### config.mk
export PLATFORM = sky130hd
export DESIGN_NAME = armature_current_loop
export DESIGN_NICKNAME = d
export VERILOG_FILES = /design/src/rtl/armature_current_loop.v /design/src/rtl/gain_scale.v /design/src/rtl/pin_sync3.v
export VERILOG_INCLUDE_DIRS = /design/src /design/src/rtl
export SDC_FILE = /design/constraint.sdc
export NUM_CORES = 1
export LEC_CHECK = 0
export BUFFER_PORTS_ARGS = -buffer_cell sky130_fd_sc_hd__buf_4
export CAP_MARGIN = 20
export CORE_UTILIZATION = 40
export CTS_CLUSTER_SIZE = 30
export DETAILED_ROUTE_END_ITERATION = 12
export HOLD_SLACK_MARGIN = 0.02
export PLACE_DENSITY = 0.6
export SLEW_MARGIN = 20
export SYNTH_ARGS = -nofsm -noshare
export SYNTH_HDL_FRONTEND = slang
export SYNTH_SLANG_ARGS = --single-unit
### constraint.sdc
create_clock -name SYS_CLK_I -period 15.9 [get_ports SYS_CLK_I]
set_input_delay 0.795 -clock SYS_CLK_I [delete_from_list [all_inputs] [get_ports SYS_CLK_I]]
set_output_delay 0.795 -clock SYS_CLK_I [all_outputs]
set_load 0.02 [all_outputs]
### src/rtl/current_loop_defs.vh
// Purpose: constants for the armature current loop and firing control
// Assumes: 10 MHz system clock, APB byte addressing
// Notes: offsets are byte addresses on the APB bus
`ifndef CURRENT_LOOP_DEFS_VH
`define CURRENT_LOOP_DEFS_VH

// ----------------------------------------------------------------------
// register offsets
// ----------------------------------------------------------------------
`define OFS_PROP_GAIN 8'h00
`define OFS_INT_GAIN 8'h04
`define OFS_MOTOR_CONST 8'h08
`define OFS_RESERVED 8'h0C
`define OFS_CONTROL 8'h10
`define OFS_STATUS 8'h14
`define OFS_ANGLE 8'h18

// ----------------------------------------------------------------------
// reset values
// ----------------------------------------------------------------------
`define RST_PROP_GAIN 8'h10
`define RST_INT_GAIN 8'h10
`define RST_MOTOR_CONST 8'h32
`define RST_CONTROL 7'h02

// ----------------------------------------------------------------------
// control register fields
// ----------------------------------------------------------------------
`define CTL_SUPPRESS 0
`define CTL_SS_ENABLE 1
`define CTL_SS_TRIGGER 2
`define CTL_DIRECT 3
`define CTL_LOCKOUT 4
`define CTL_ADAPT_DIS 5
`define CTL_SQ12 6

// ----------------------------------------------------------------------
// status register fields
// ----------------------------------------------------------------------
`define STS_TRIP 0
`define STS_STANDSTILL 1
`define STS_FIRING 2
`define STS_PHASED_BACK 3

// ----------------------------------------------------------------------
// gain scaling and firing angle limits
// ----------------------------------------------------------------------
`define PROP_SHIFT 8
`define INT_SHIFT 9
`define MC_SHIFT 6
`define ANGLE_MIN 10'd277
`define ANGLE_MAX 10'd1023
`define ANGLE_MID 10'd650

// ----------------------------------------------------------------------
// standstill timing and threshold
// ----------------------------------------------------------------------
`define CLK_FREQ_HZ 10000000
`define STANDSTILL_DELAY_US 10000
`define STANDSTILL_DELAY_CYC (`STANDSTILL_DELAY_US * (`CLK_FREQ_HZ / 1000000))
`define SPEED_FULL 1000
`define SS_PER_MILLE 8

`endif

### src/rtl/armature_current_loop.v
// Purpose: armature current loop settings and firing supervision
// Assumes: demand, feedback, speed and reference share the system clock
// Notes: partner conduction arrives on a pin and is synchronised
//
// Notes on behaviour
// - proportional gain 0..255, reset 16, over 256
// - integral gain 0..255, reset 16, over 512
// - continuous autotune never writes integral gain
// - motor constant, reset 50, scales discontinuous prediction
// - start-up autotune writes motor constant and gains
// - inhibit stops both bridges, resets ramps
// - standstill phases back below 0.8%, then stops
// - trigger select: stop or zero, stop only
// - direct mode: angle from post-ramp reference
// - direct mode keeps overcurrent trip and standstill stop
// - lockout: no bridge change while partner conducts
// - adaptive control uses high gain when discontinuous
// - series twelve drives normal and delayed pulses
// - series twelve refused while bridge-2 quadrants on
// - firing angle spans 277 to 1023
//
// Implementation choices: the placing of the registers and register access over APB.
`include "current_loop_defs.vh"
`timescale 1ns/1ps
module armature_current_loop #(
  parameter STANDSTILL_DELAY = `STANDSTILL_DELAY_CYC
) (
  input wire SYS_CLK_I,
  input wire RST_I,
  input wire PSEL_I,
  input wire PENABLE_I,
  input wire PWRITE_I,
  input wire [7:0] PADDR_I,
  input wire [31:0] PWDATA_I,
  output reg [31:0] PRDATA_O,
  output reg PREADY_O,
  output reg PSLVERR_O,
  input wire signed [10:0] DEMAND_I,
  input wire signed [10:0] FEEDBACK_I,
  input wire signed [10:0] SPEED_I,
  input wire signed [10:0] RAMP_REF_I,
  input wire STOP_I,
  input wire DISCONT_I,
  input wire OVERCURRENT_I,
  input wire BRIDGE_REQ_I,
  input wire [1:0] BRIDGE2_QUAD_I,
  input wire PARTNER_CONDUCTING_I,
  input wire TUNE_LOAD_I,
  input wire [7:0] TUNE_PROP_I,
  input wire [7:0] TUNE_INT_I,
  input wire [7:0] TUNE_MC_I,
  input wire CTUNE_LOAD_I,
  input wire [7:0] CTUNE_PROP_I,
  output reg [9:0] FIRING_ANGLE_O,
  output reg FIRE_EN_O,
  output reg DELAYED_FIRE_EN_O,
  output reg RAMP_RESET_O,
  output reg BRIDGE_SEL_O,
  output reg CONDUCTING_O
);

  // --------------------------------------------------------------------
  // state codes
  // --------------------------------------------------------------------
  localparam SS_IDLE = 2'b00;
  localparam SS_PHASE = 2'b01;
  localparam SS_STOP = 2'b10;

  reg [7:0] prop_gain_reg;
  reg [7:0] int_gain_reg;
  reg [7:0] motor_const_reg;
  reg [6:0] control_reg;
  reg trip_reg;
  reg [1:0] ss_state_reg;
  reg [1:0] ss_state_next;
  reg [31:0] ss_count_reg;
  reg signed [19:0] integ_reg;
  reg signed [19:0] integ_next;
  reg [9:0] angle_next;
  reg [31:0] rdata_next;
  reg ss_active;
  wire partner_sync;
  wire apb_write;
  wire apb_read;
  wire signed [11:0] error;
  wire signed [11:0] demand_x;
  wire signed [20:0] p_term;
  wire signed [20:0] i_term;
  wire signed [20:0] mc_term;
  wire [10:0] speed_abs;
  wire speed_low;
  wire zero_ref;
  wire ss_engage;
  wire adaptive_on;
  wire fire_allowed;
  wire ctl_suppress;
  wire ctl_direct;
  wire ctl_sq12;

  assign ctl_suppress = control_reg[`CTL_SUPPRESS];
  assign ctl_direct = control_reg[`CTL_DIRECT];
  assign ctl_sq12 = control_reg[`CTL_SQ12];

  // --------------------------------------------------------------------
  // apb slave
  // --------------------------------------------------------------------
  assign apb_write = PSEL_I & PENABLE_I & PREADY_O & PWRITE_I;
  assign apb_read = PSEL_I & PENABLE_I & ~PREADY_O & ~PWRITE_I;

  always @* begin
    rdata_next = 32'h00000000;
    case (PADDR_I)
      `OFS_PROP_GAIN: rdata_next = {24'h000000, prop_gain_reg};
      `OFS_INT_GAIN: rdata_next = {24'h000000, int_gain_reg};
      `OFS_MOTOR_CONST: rdata_next = {24'h000000, motor_const_reg};
      `OFS_RESERVED: rdata_next = 32'h00000000;
      `OFS_CONTROL: rdata_next = {25'h0000000, control_reg};
      `OFS_STATUS: begin
        rdata_next[`STS_TRIP] = trip_reg;
        rdata_next[`STS_STANDSTILL] = ss_active;
        rdata_next[`STS_FIRING] = FIRE_EN_O;
        rdata_next[`STS_PHASED_BACK] = (FIRING_ANGLE_O == `ANGLE_MIN);
      end
      `OFS_ANGLE: rdata_next = {22'h000000, FIRING_ANGLE_O};
      default: rdata_next = 32'h00000000;
    endcase
  end

  always @(posedge SYS_CLK_I or posedge RST_I) begin
    if (RST_I) begin
      PREADY_O <= 1'b0;
      PRDATA_O <= 32'h00000000;
      PSLVERR_O <= 1'b0;
    end else begin
      PREADY_O <= PSEL_I & PENABLE_I & ~PREADY_O;
      PSLVERR_O <= PSEL_I & PENABLE_I & ~PREADY_O & (PADDR_I > `OFS_ANGLE);
      if (apb_read) begin
        PRDATA_O <= rdata_next;
      end
    end
  end

  // --------------------------------------------------------------------
  // settings registers
  // --------------------------------------------------------------------
  always @(posedge SYS_CLK_I or posedge RST_I) begin
    if (RST_I) begin
      prop_gain_reg <= `RST_PROP_GAIN;
      int_gain_reg <= `RST_INT_GAIN;
      motor_const_reg <= `RST_MOTOR_CONST;
      control_reg <= `RST_CONTROL;
    end else begin
      if (apb_write && PADDR_I == `OFS_PROP_GAIN) begin
        prop_gain_reg <= PWDATA_I[7:0];
      end
      if (apb_write && PADDR_I == `OFS_INT_GAIN) begin
        int_gain_reg <= PWDATA_I[7:0];
      end
      if (apb_write && PADDR_I == `OFS_MOTOR_CONST) begin
        motor_const_reg <= PWDATA_I[7:0];
      end
      if (apb_write && PADDR_I == `OFS_CONTROL) begin
        control_reg <= PWDATA_I[6:0];
        if (BRIDGE2_QUAD_I != 2'b00) begin
          control_reg[`CTL_SQ12] <= 1'b0;
        end
      end
      if (CTUNE_LOAD_I) begin
        prop_gain_reg <= CTUNE_PROP_I;
      end
      if (TUNE_LOAD_I) begin
        prop_gain_reg <= TUNE_PROP_I;
        int_gain_reg <= TUNE_INT_I;
        motor_const_reg <= TUNE_MC_I;
      end
    end
  end

  // --------------------------------------------------------------------
  // overcurrent trip, set wins over clear
  // --------------------------------------------------------------------
  always @(posedge SYS_CLK_I or posedge RST_I) begin
    if (RST_I) begin
      trip_reg <= 1'b0;
    end else if (OVERCURRENT_I) begin
      trip_reg <= 1'b1;
    end else if (apb_write && PADDR_I == `OFS_STATUS &&
                 PWDATA_I[`STS_TRIP]) begin
      trip_reg <= 1'b0;
    end
  end

  // --------------------------------------------------------------------
  // standstill detection
  // --------------------------------------------------------------------
  assign speed_abs = SPEED_I[10] ? (~SPEED_I + 11'd1) : SPEED_I;
  assign speed_low = ({21'd0, speed_abs} * 32'd1000) <
                     (`SPEED_FULL * `SS_PER_MILLE);
  assign zero_ref = (RAMP_REF_I == 11'sd0);
  assign ss_engage = control_reg[`CTL_SS_ENABLE] & speed_low &
                     (STOP_I | (~control_reg[`CTL_SS_TRIGGER] & zero_ref));

  always @* begin
    ss_state_next = ss_state_reg;
    case (ss_state_reg)
      SS_IDLE: begin
        if (ss_engage) begin
          ss_state_next = SS_PHASE;
        end
      end
      SS_PHASE: begin
        if (!ss_engage) begin
          ss_state_next = SS_IDLE;
        end else if (ss_count_reg >= STANDSTILL_DELAY - 1) begin
          ss_state_next = SS_STOP;
        end
      end
      SS_STOP: begin
        if (!ss_engage) begin
          ss_state_next = SS_IDLE;
        end
      end
      default: ss_state_next = SS_IDLE;
    endcase
    ss_active = (ss_state_reg != SS_IDLE);
  end

  always @(posedge SYS_CLK_I or posedge RST_I) begin
    if (RST_I) begin
      ss_state_reg <= SS_IDLE;
      ss_count_reg <= 32'h00000000;
    end else begin
      ss_state_reg <= ss_state_next;
      if (ss_state_reg == SS_PHASE && ss_state_next == SS_PHASE) begin
        ss_count_reg <= ss_count_reg + 32'd1;
      end else begin
        ss_count_reg <= 32'h00000000;
      end
    end
  end

  // --------------------------------------------------------------------
  // current loop arithmetic
  // --------------------------------------------------------------------
  assign error = {DEMAND_I[10], DEMAND_I} - {FEEDBACK_I[10], FEEDBACK_I};
  assign demand_x = {DEMAND_I[10], DEMAND_I};

  assign adaptive_on = ~control_reg[`CTL_ADAPT_DIS] & DISCONT_I;

  gain_scale #(
    .IN_W(12),
    .SHIFT(`PROP_SHIFT)
  ) u_prop (
    .clk(SYS_CLK_I),
    .rst(RST_I),
    .value(error),
    .gain(prop_gain_reg),
    .scaled(p_term)
  );

  gain_scale #(
    .IN_W(12),
    .SHIFT(`INT_SHIFT)
  ) u_int (
    .clk(SYS_CLK_I),
    .rst(RST_I),
    .value(error),
    .gain(int_gain_reg),
    .scaled(i_term)
  );

  gain_scale #(
    .IN_W(12),
    .SHIFT(`MC_SHIFT)
  ) u_mc (
    .clk(SYS_CLK_I),
    .rst(RST_I),
    .value(demand_x),
    .gain(motor_const_reg),
    .scaled(mc_term)
  );

  function [9:0] clamp_angle;
    input signed [21:0] v;
    begin
      if (v < $signed({12'd0, `ANGLE_MIN})) begin
        clamp_angle = `ANGLE_MIN;
      end else if (v > $signed({12'd0, `ANGLE_MAX})) begin
        clamp_angle = `ANGLE_MAX;
      end else begin
        clamp_angle = v[9:0];
      end
    end
  endfunction

  assign fire_allowed = ~ctl_suppress & ~trip_reg & (ss_state_reg != SS_STOP);

  always @* begin
    integ_next = integ_reg + i_term[19:0];
    if (integ_next > 20'sd200000) begin
      integ_next = 20'sd200000;
    end else if (integ_next < -20'sd200000) begin
      integ_next = -20'sd200000;
    end
    if (!fire_allowed || ss_active || ctl_direct) begin
      integ_next = 20'sd0;
    end
    if (ss_active) begin
      angle_next = `ANGLE_MIN;
    end else if (ctl_direct) begin
      angle_next = clamp_angle({{11{RAMP_REF_I[10]}}, RAMP_REF_I} +
                               $signed({12'd0, `ANGLE_MIN}));
    end else if (adaptive_on) begin
      angle_next = clamp_angle($signed({12'd0, `ANGLE_MIN}) +
                               {mc_term[20], mc_term} +
                               {p_term[20], p_term} + {p_term[20], p_term});
    end else begin
      angle_next = clamp_angle($signed({12'd0, `ANGLE_MID}) +
                               {p_term[20], p_term} +
                               {{2{integ_reg[19]}}, integ_reg});
    end
  end

  // --------------------------------------------------------------------
  // bridge lockout
  // --------------------------------------------------------------------
  pin_sync3 u_partner (
    .clk(SYS_CLK_I),
    .rst(RST_I),
    .din(PARTNER_CONDUCTING_I),
    .dout(partner_sync)
  );

  // --------------------------------------------------------------------
  // firing outputs
  // --------------------------------------------------------------------
  always @(posedge SYS_CLK_I or posedge RST_I) begin
    if (RST_I) begin
      integ_reg <= 20'sd0;
      FIRING_ANGLE_O <= `ANGLE_MIN;
      FIRE_EN_O <= 1'b0;
      DELAYED_FIRE_EN_O <= 1'b0;
      RAMP_RESET_O <= 1'b0;
      BRIDGE_SEL_O <= 1'b0;
      CONDUCTING_O <= 1'b0;
    end else begin
      integ_reg <= integ_next;
      FIRING_ANGLE_O <= angle_next;
      FIRE_EN_O <= fire_allowed;
      DELAYED_FIRE_EN_O <= fire_allowed & ctl_sq12;
      RAMP_RESET_O <= ctl_suppress;
      CONDUCTING_O <= fire_allowed;
      if (!(control_reg[`CTL_LOCKOUT] && partner_sync)) begin
        BRIDGE_SEL_O <= BRIDGE_REQ_I;
      end
    end
  end

endmodule

### src/rtl/gain_scale.v
// Purpose: registered signed value times unsigned gain, shifted down
// Assumes: gain is an unsigned 8-bit setting
// Notes: arithmetic shift keeps the sign
`timescale 1ns/1ps
module gain_scale #(
  parameter IN_W = 12,
  parameter SHIFT = 8
) (
  input wire clk,
  input wire rst,
  input wire signed [IN_W-1:0] value,
  input wire [7:0] gain,
  output reg signed [IN_W+8:0] scaled
);

  wire signed [IN_W+8:0] product;

  assign product = value * $signed({1'b0, gain});

  always @(posedge clk or posedge rst) begin
    if (rst) begin
      scaled <= {(IN_W+9){1'b0}};
    end else begin
      scaled <= product >>> SHIFT;
    end
  end

endmodule

### src/rtl/pin_sync3.v
// Purpose: three-stage synchroniser for a pin input
// Assumes: input asynchronous to the clock
// Notes: output changes once stages two and three agree
`timescale 1ns/1ps
module pin_sync3 (
  input wire clk,
  input wire rst,
  input wire din,
  output reg dout
);

  reg s1_reg;
  reg s2_reg;
  reg s3_reg;

  always @(posedge clk or posedge rst) begin
    if (rst) begin
      s1_reg <= 1'b0;
      s2_reg <= 1'b0;
      s3_reg <= 1'b0;
      dout <= 1'b0;
    end else begin
      s1_reg <= din;
      s2_reg <= s1_reg;
      s3_reg <= s2_reg;
      if (s2_reg == s3_reg) begin
        dout <= s3_reg;
      end
    end
  end

endmodule

==> results.json, run 1 <==
{
  "clockRootBuffer": "clkbuf_16",
  "setup_tns_ns": 0,
  "crit_slowest_cell": "fa_1",
  "top_usage_layer": "met2",
  "yosysTopAreaCellShare_pct": 23.2,
  "grt_max_degree": 84,
  "async_reset_ff_share_pct": 100,
  "worstSetupEndpointType": "flip-flop",
  "vdd_drop_max_v": 0.000113,
  "setup_violations": 0,
  "antenna_found_initial": 0,
  "synth-main-ff-cell": "dfrtp_1",
  "post_drt_wl_per_cell_um": 16.4,
  "vias": 17100,
  "drive_gt1_share_pct": 9.13,
  "grt_pass1_vias": 17700,
  "finalHoldViolCount": 0,
  "initial_core_util_pct": 40.7,
  "numPortBuffers": 132,
  "crit_buf_inv": 6,
  "leakage_nw": 12.2,
  "drt_iter0_drc": 1031,
  "post-route-period-util_pct": 48.3,
  "crit_path_frequent_cell": "fa_1",
  "n_antenna_cell": 0,
  "synth_edf_count": 0,
  "syn_avg_cell_area_um2": 8.93,
  "cp-start-kind": "primary input",
  "die_w_um": 237,
  "use_met2_pct": 34.6,
  "cts_tree": "yes",
  "status": "finished clean",
  "cts_buffers": 17,
  "fin_util_pct": 44.9,
  "largest_reg_flops": 32,
  "skew_ns": 0.0239,
  "syn_area_um2": 22100,
  "ant_nets": 0,
  "slew_viol_final": 0,
  "viasPerCell": 5.20,
  "cp.required_ns": 16.23,
  "crit_path_max_incr_delay_ns": 0.55,
  "syn_inst": 2473,
  "ios": 179,
  "die_h_um": 237,
  "synth_area_leader_cell": "fa_1",
  "crit_fanout": 16,
  "dr.pass1.iters": 5,
  "htree_num_levels": 4,
  "min_path_type": "reg2reg",
  "yosys.cell_types.count": 90,
  "ys_ff_latch": 155,
  "gp_congestion": 0.893,
  "cts_max_path_buffers": 2,
  "fin_crit_ns": 7.69,
  "relSlewSlack_pct": 36.2,
  "yosysWarnings": 0,
  "drc": 0,
  "synth_area_leaders": "fa_1 23%, dfrtp_1 16%, ha_1 13%",
  "die_area_um2": 56200,
  "max_clock_freq_mhz": 130,
  "grt_use_total_pct": 19.9,
  "power_density_nw_per_um2": 194,
  "cap_violations": 0,
  "ys_seq_area_share_pct": 17.6,
  "crit_family": "compound AO/OA/AOI/OAI gates",
  "core_area_um2": 54200,
  "worstPathArrival_ns": 8.01,
  "layout_common_cells": "399 x inv_1, 256 x fa_1, 236 x ha_1, 212 x nand2_1, 170 x and2_1",
  "global_route.usage.met3_pct": 2.55,
  "final_common_cell": "inv_1",
  "worstMarginPinSlew_ns": 0.957,
  "cts_setup_buffers": 0,
  "holdBufCountCts": 0,
  "dp_hpwl_um": 43800,
  "fin_hold_ws_ns": 0.371,
  "clock_latency_ns": 0.46,
  "rows": 85,
  "fillers": 5289,
  "grt_overflow": 0,
  "rsz0062_at_grt": "no",
  "area_growth_pct": 10.4,
  "clk_pin_slew_ns": 0.07,
  "routed_wl_um": 53800,
  "cts.sinks": 155,
  "grt_pass1_wl_um": 90200,
  "finalNetCount": 3204,
  "ctsResizeCount": 0,
  "use_met1_pct": 26.2,
  "crit_type": "in2reg"
}
## per-layer routing
metal  routed length [µm]  up-vias  part of all wire [%]
met5                    0        -                     0
met4                  884        0                   1.6
met3                 2060       50                   3.8
met2                26300      343                    49
met1                24500     8445                    46
li1                     -     8285                     -
## report_power, final
part	switching, mW	leakage [nW]	internal [mW]	total [mW]
clock network	0.201	0.288	0.211	0.412
logic	2.08	9.97	1.61	3.69
registers	0.107	1.92	0.508	0.614
total	2.39	12.2	2.33	4.72
## cell usage after synthesis (25+ instances only)
cell      instances
ha_1            236
nor2_1          142
nand3_1          34
dfrtp_1         145
o21ai_0         100
o21a_1           26
and2_1          170
xnor2_1          85
nand2_1         212
xor2_1           45
a21oi_1          86
fa_1            256
mux2i_1          28
nor3_1           50
inv_1           400
clkbuf_1         60
nor2b_1          25
## metrics by stage
stage          power [mW]  setup slack, ns  cell area, µm²  instances
4_1_cts              4.75             8.19           24400       3291
3_5_place_dp         4.31             7.73           23800       3259
5_1_grt              5.31             7.69           24400       3291
3_3_place_gp         4.20             7.90           23800       3259
6_report             4.72             8.21           24400       3291
2_1_floorplan        3.50             8.67           22200       2509
## cells by family after synthesis
kind of cell / share of synthesized area [%]
compound gates: 12.9
flops: 17.6
fa+ha+maj: 36.6
simple gates: 16.9
other cells: 0.0170
xor+xnor: 5.15
buf+inv: 8.70
mux: 2.08
## final cells by class
class / instances / area (µm²) / area share (%)
Sequential cell: 155 / 3890 / 16.0
Multi-Input combinational cell: 1866 / 16400 / 67.5
Inverter: 400 / 1510 / 6.18
Clock buffer: 17 / 425 / 1.75
Clock inverter: 15 / 171 / 0.703
Tap cell: 696 / 871 / 3.57
Timing Repair Buffer: 142 / 1070 / 4.37
## worst paths after layout
kind / start / endpoint / slack, ns / cells past startpoint
max in group asynchronous: RST_I / motor_const_reg[7] / 13.99 / 3
worst max-delay path: DEMAND_I[0] / u_int.scaled[11] / 8.21 / 32
worst min-delay path: u_partner.s1_reg / u_partner.s2_reg / 0.37 / 0
worst min register to register: u_partner.s1_reg / u_partner.s2_reg / 0.37 / 0
min in group asynchronous: RST_I / ss_count_reg[30] / 0.47 / 2
worst max register to register: int_gain_reg[2] / u_int.scaled[11] / 10.14 / 17
(Power assumes the default switching activity.)
==> inputs of run 2 (changes only) <==
==> constraint.sdc (replaced) <==
create_clock -name SYS_CLK_I -period 7.8 [get_ports SYS_CLK_I]
set_input_delay 0.39 -clock SYS_CLK_I [delete_from_list [all_inputs] [get_ports SYS_CLK_I]]
set_output_delay 0.39 -clock SYS_CLK_I [all_outputs]
set_load 0.02 [all_outputs]
==> run 2 against run 1 <==
Worst setup slack worse by 7.4 ns. Global-route usage is 0.16 points lower. First-iteration DRC count is 4.2% lower. Critical path depth is 5 lower. Sequential share of layout area hardly changed. Largest cell class unchanged.
==> results.json, run 2 (same netlist as run 1, synthesis figures left out) <==
{
  "fin_crit_ns": 7.00,
  "slew_viol_final": 0,
  "leakage_nw": 12.2,
  "cp-start-kind": "primary input",
  "drc": 0,
  "ios": 179,
  "ant_nets": 0,
  "routed_wl_um": 53500,
  "cp-endpoint": "u_int.scaled[11]",
  "vias": 17100,
  "crit_start": "DEMAND_I[0]",
  "drive_gt1_share_pct": 9.23,
  "cts.sinks": 155,
  "initial_core_util_pct": 40.7,
  "die_w_um": 237,
  "holdBufCountCts": 0,
  "power_frac_comb_pct": 78.3,
  "power_density_nw_per_um2": 396,
  "die_area_um2": 56200,
  "p_switching_mw": 4.91,
  "cap_violations": 0,
  "worstSetupEndpointType": "flip-flop",
  "finalNetCount": 3210,
  "finalHoldViolCount": 0,
  "cts_buffers": 17,
  "cts_max_path_buffers": 2,
  "grt_pass1_wl_um": 89100,
  "rsz0062_at_grt": "no",
  "fin_hold_ws_ns": 0.0521,
  "clockRootBuffer": "clkbuf_16",
  "crit_type": "in2reg",
  "rows": 85,
  "relSlewSlack_pct": 29.6,
  "cp.required_ns": 8.17,
  "wl_met3_um": 1910,
  "setup_violations": 0,
  "n_antenna_cell": 0,
  "viasPerCell": 5.19,
  "htree_num_levels": 4,
  "post_drt_wl_per_cell_um": 16.2,
  "wl_met1_um": 24700,
  "r2r_cells": 17,
  "final_common_cell": "inv_1",
  "setup_tns_ns": 0,
  "grt_use_total_pct": 19.7,
  "swShare_pct": 50.7,
  "antenna_found_initial": 0,
  "drt_iter0_drc": 988,
  "gp_congestion": 0.881,
  "max_clock_freq_mhz": 143,
  "worstPathArrival_ns": 7.37,
  "min_path_type": "in2reg",
  "area_growth_pct": 10.5,
  "dp_hpwl_um": 44200,
  "grt_overflow": 0,
  "vdd_drop_max_v": 0.000246,
  "r2r-end": "u_int.scaled[11]",
  "crit_fanout": 9,
  "skew_ns": 0.0229,
  "clock_power_share_pct": 8.9,
  "top_layer": "met4",
  "largest_reg_flops": 32,
  "worstMarginPinSlew_ns": 1.05,
  "dr.pass1.iters": 5,
  "ctsResizeCount": 0,
  "intPower_mw": 4.77,
  "rr_startpoint": "int_gain_reg[2]",
  "met2_length_um": 26000,
  "numPortBuffers": 132,
  "layout_common_cells": "399 x inv_1, 256 x fa_1, 236 x ha_1, 212 x nand2_1, 170 x and2_1",
  "core_area_um2": 54200,
  "cts_tree": "yes",
  "clk_pin_slew_ns": 0.07,
  "grt_pass1_vias": 17500,
  "post-route-period-util_pct": 89.8,
  "clock_latency_ns": 0.45,
  "grt_max_degree": 93,
  "r2r_slack_ns": 2.05,
  "die_h_um": 237,
  "cts_setup_buffers": 0,
  "status": "finished clean",
  "seq_power_share_pct": 12.9
}
==> run 2: power groups by stage <==
stage,clock [mW],combinational (mW),sequential [mW]
6_report,0.857,7.57,1.24
4_1_cts,0.877,7.63,1.24
3_3_place_gp,0,7.38,1.26
3_5_place_dp,0,7.57,1.26
5_1_grt,0.915,8.71,1.26
2_1_floorplan,0,5.98,1.16
==> run 2: worst min path at each step <==
stage	from	to	slack (ns)	cells after the start
after floorplan	u_partner.s1_reg	u_partner.s2_reg	0.33	0
after global placement	u_partner.s1_reg	u_partner.s2_reg	0.34	0
after detailed placement	u_partner.s1_reg	u_partner.s2_reg	0.35	0
after CTS	PARTNER_CONDUCTING_I	u_partner.s1_reg	0.04	1
after global routing	PARTNER_CONDUCTING_I	u_partner.s1_reg	0.04	1
final	PARTNER_CONDUCTING_I	u_partner.s1_reg	0.05	1
==> run 2: cell type report <==
type | count | area, µm²
Fill cell | 5251 | 29800
Multi-Input combinational cell | 1866 | 16400
Sequential cell | 155 | 3890
Tap cell | 696 | 871
Clock inverter | 15 | 189
Inverter | 400 | 1510
Timing Repair Buffer | 148 | 1110
Clock buffer | 17 | 425
==> run 2: layer usage <==
layer	up-vias	global-route usage, %
met5	-	0
met4	0	4.31
met3	56	2.28
met2	314	34.1
met1	8420	26.4
li1	8305	-
==> run 2: through the flow <==
stage / total power [mW] / cell area, µm² / worst slack [ns] / cells / utilization (%)
floorplan: 7.14 / 22200 / 0.974 / 2509 / -
global route: 10.9 / 24400 / 0.203 / 3297 / 45.0
global placement: 8.64 / 23800 / 0.457 / 3265 / 43.9
detailed placement: 8.83 / 23800 / 0.380 / 3265 / 43.9
CTS: 9.75 / 24400 / 0.840 / 3297 / 45.0
finish: 9.67 / 24400 / 0.799 / 3297 / 45.0
==> run 2: critical path, stage by stage <==
cell and delay (ns):
buf_4 0.14, inv_1 0.11, ha_1 0.18, inv_1 0.05, fa_1 0.39, a21o_1 0.17
a21oi_1 0.21, o21ai_0 0.12, a21oi_1 0.23, xnor2_1 0.49, nand2_1 0.18, fa_1 0.52
fa_1 0.55, fa_1 0.44, fa_1 0.55, inv_1 0.04, ha_1 0.30, a2111oi_0 0.37
o21ai_0 0.21, a41oi_1 0.45, o311a_1 0.34, a2111oi_2 0.12, o21a_1 0.21, o21a_1 0.20
o21a_1 0.18, nor2_1 0.11, xnor2_1 0.12
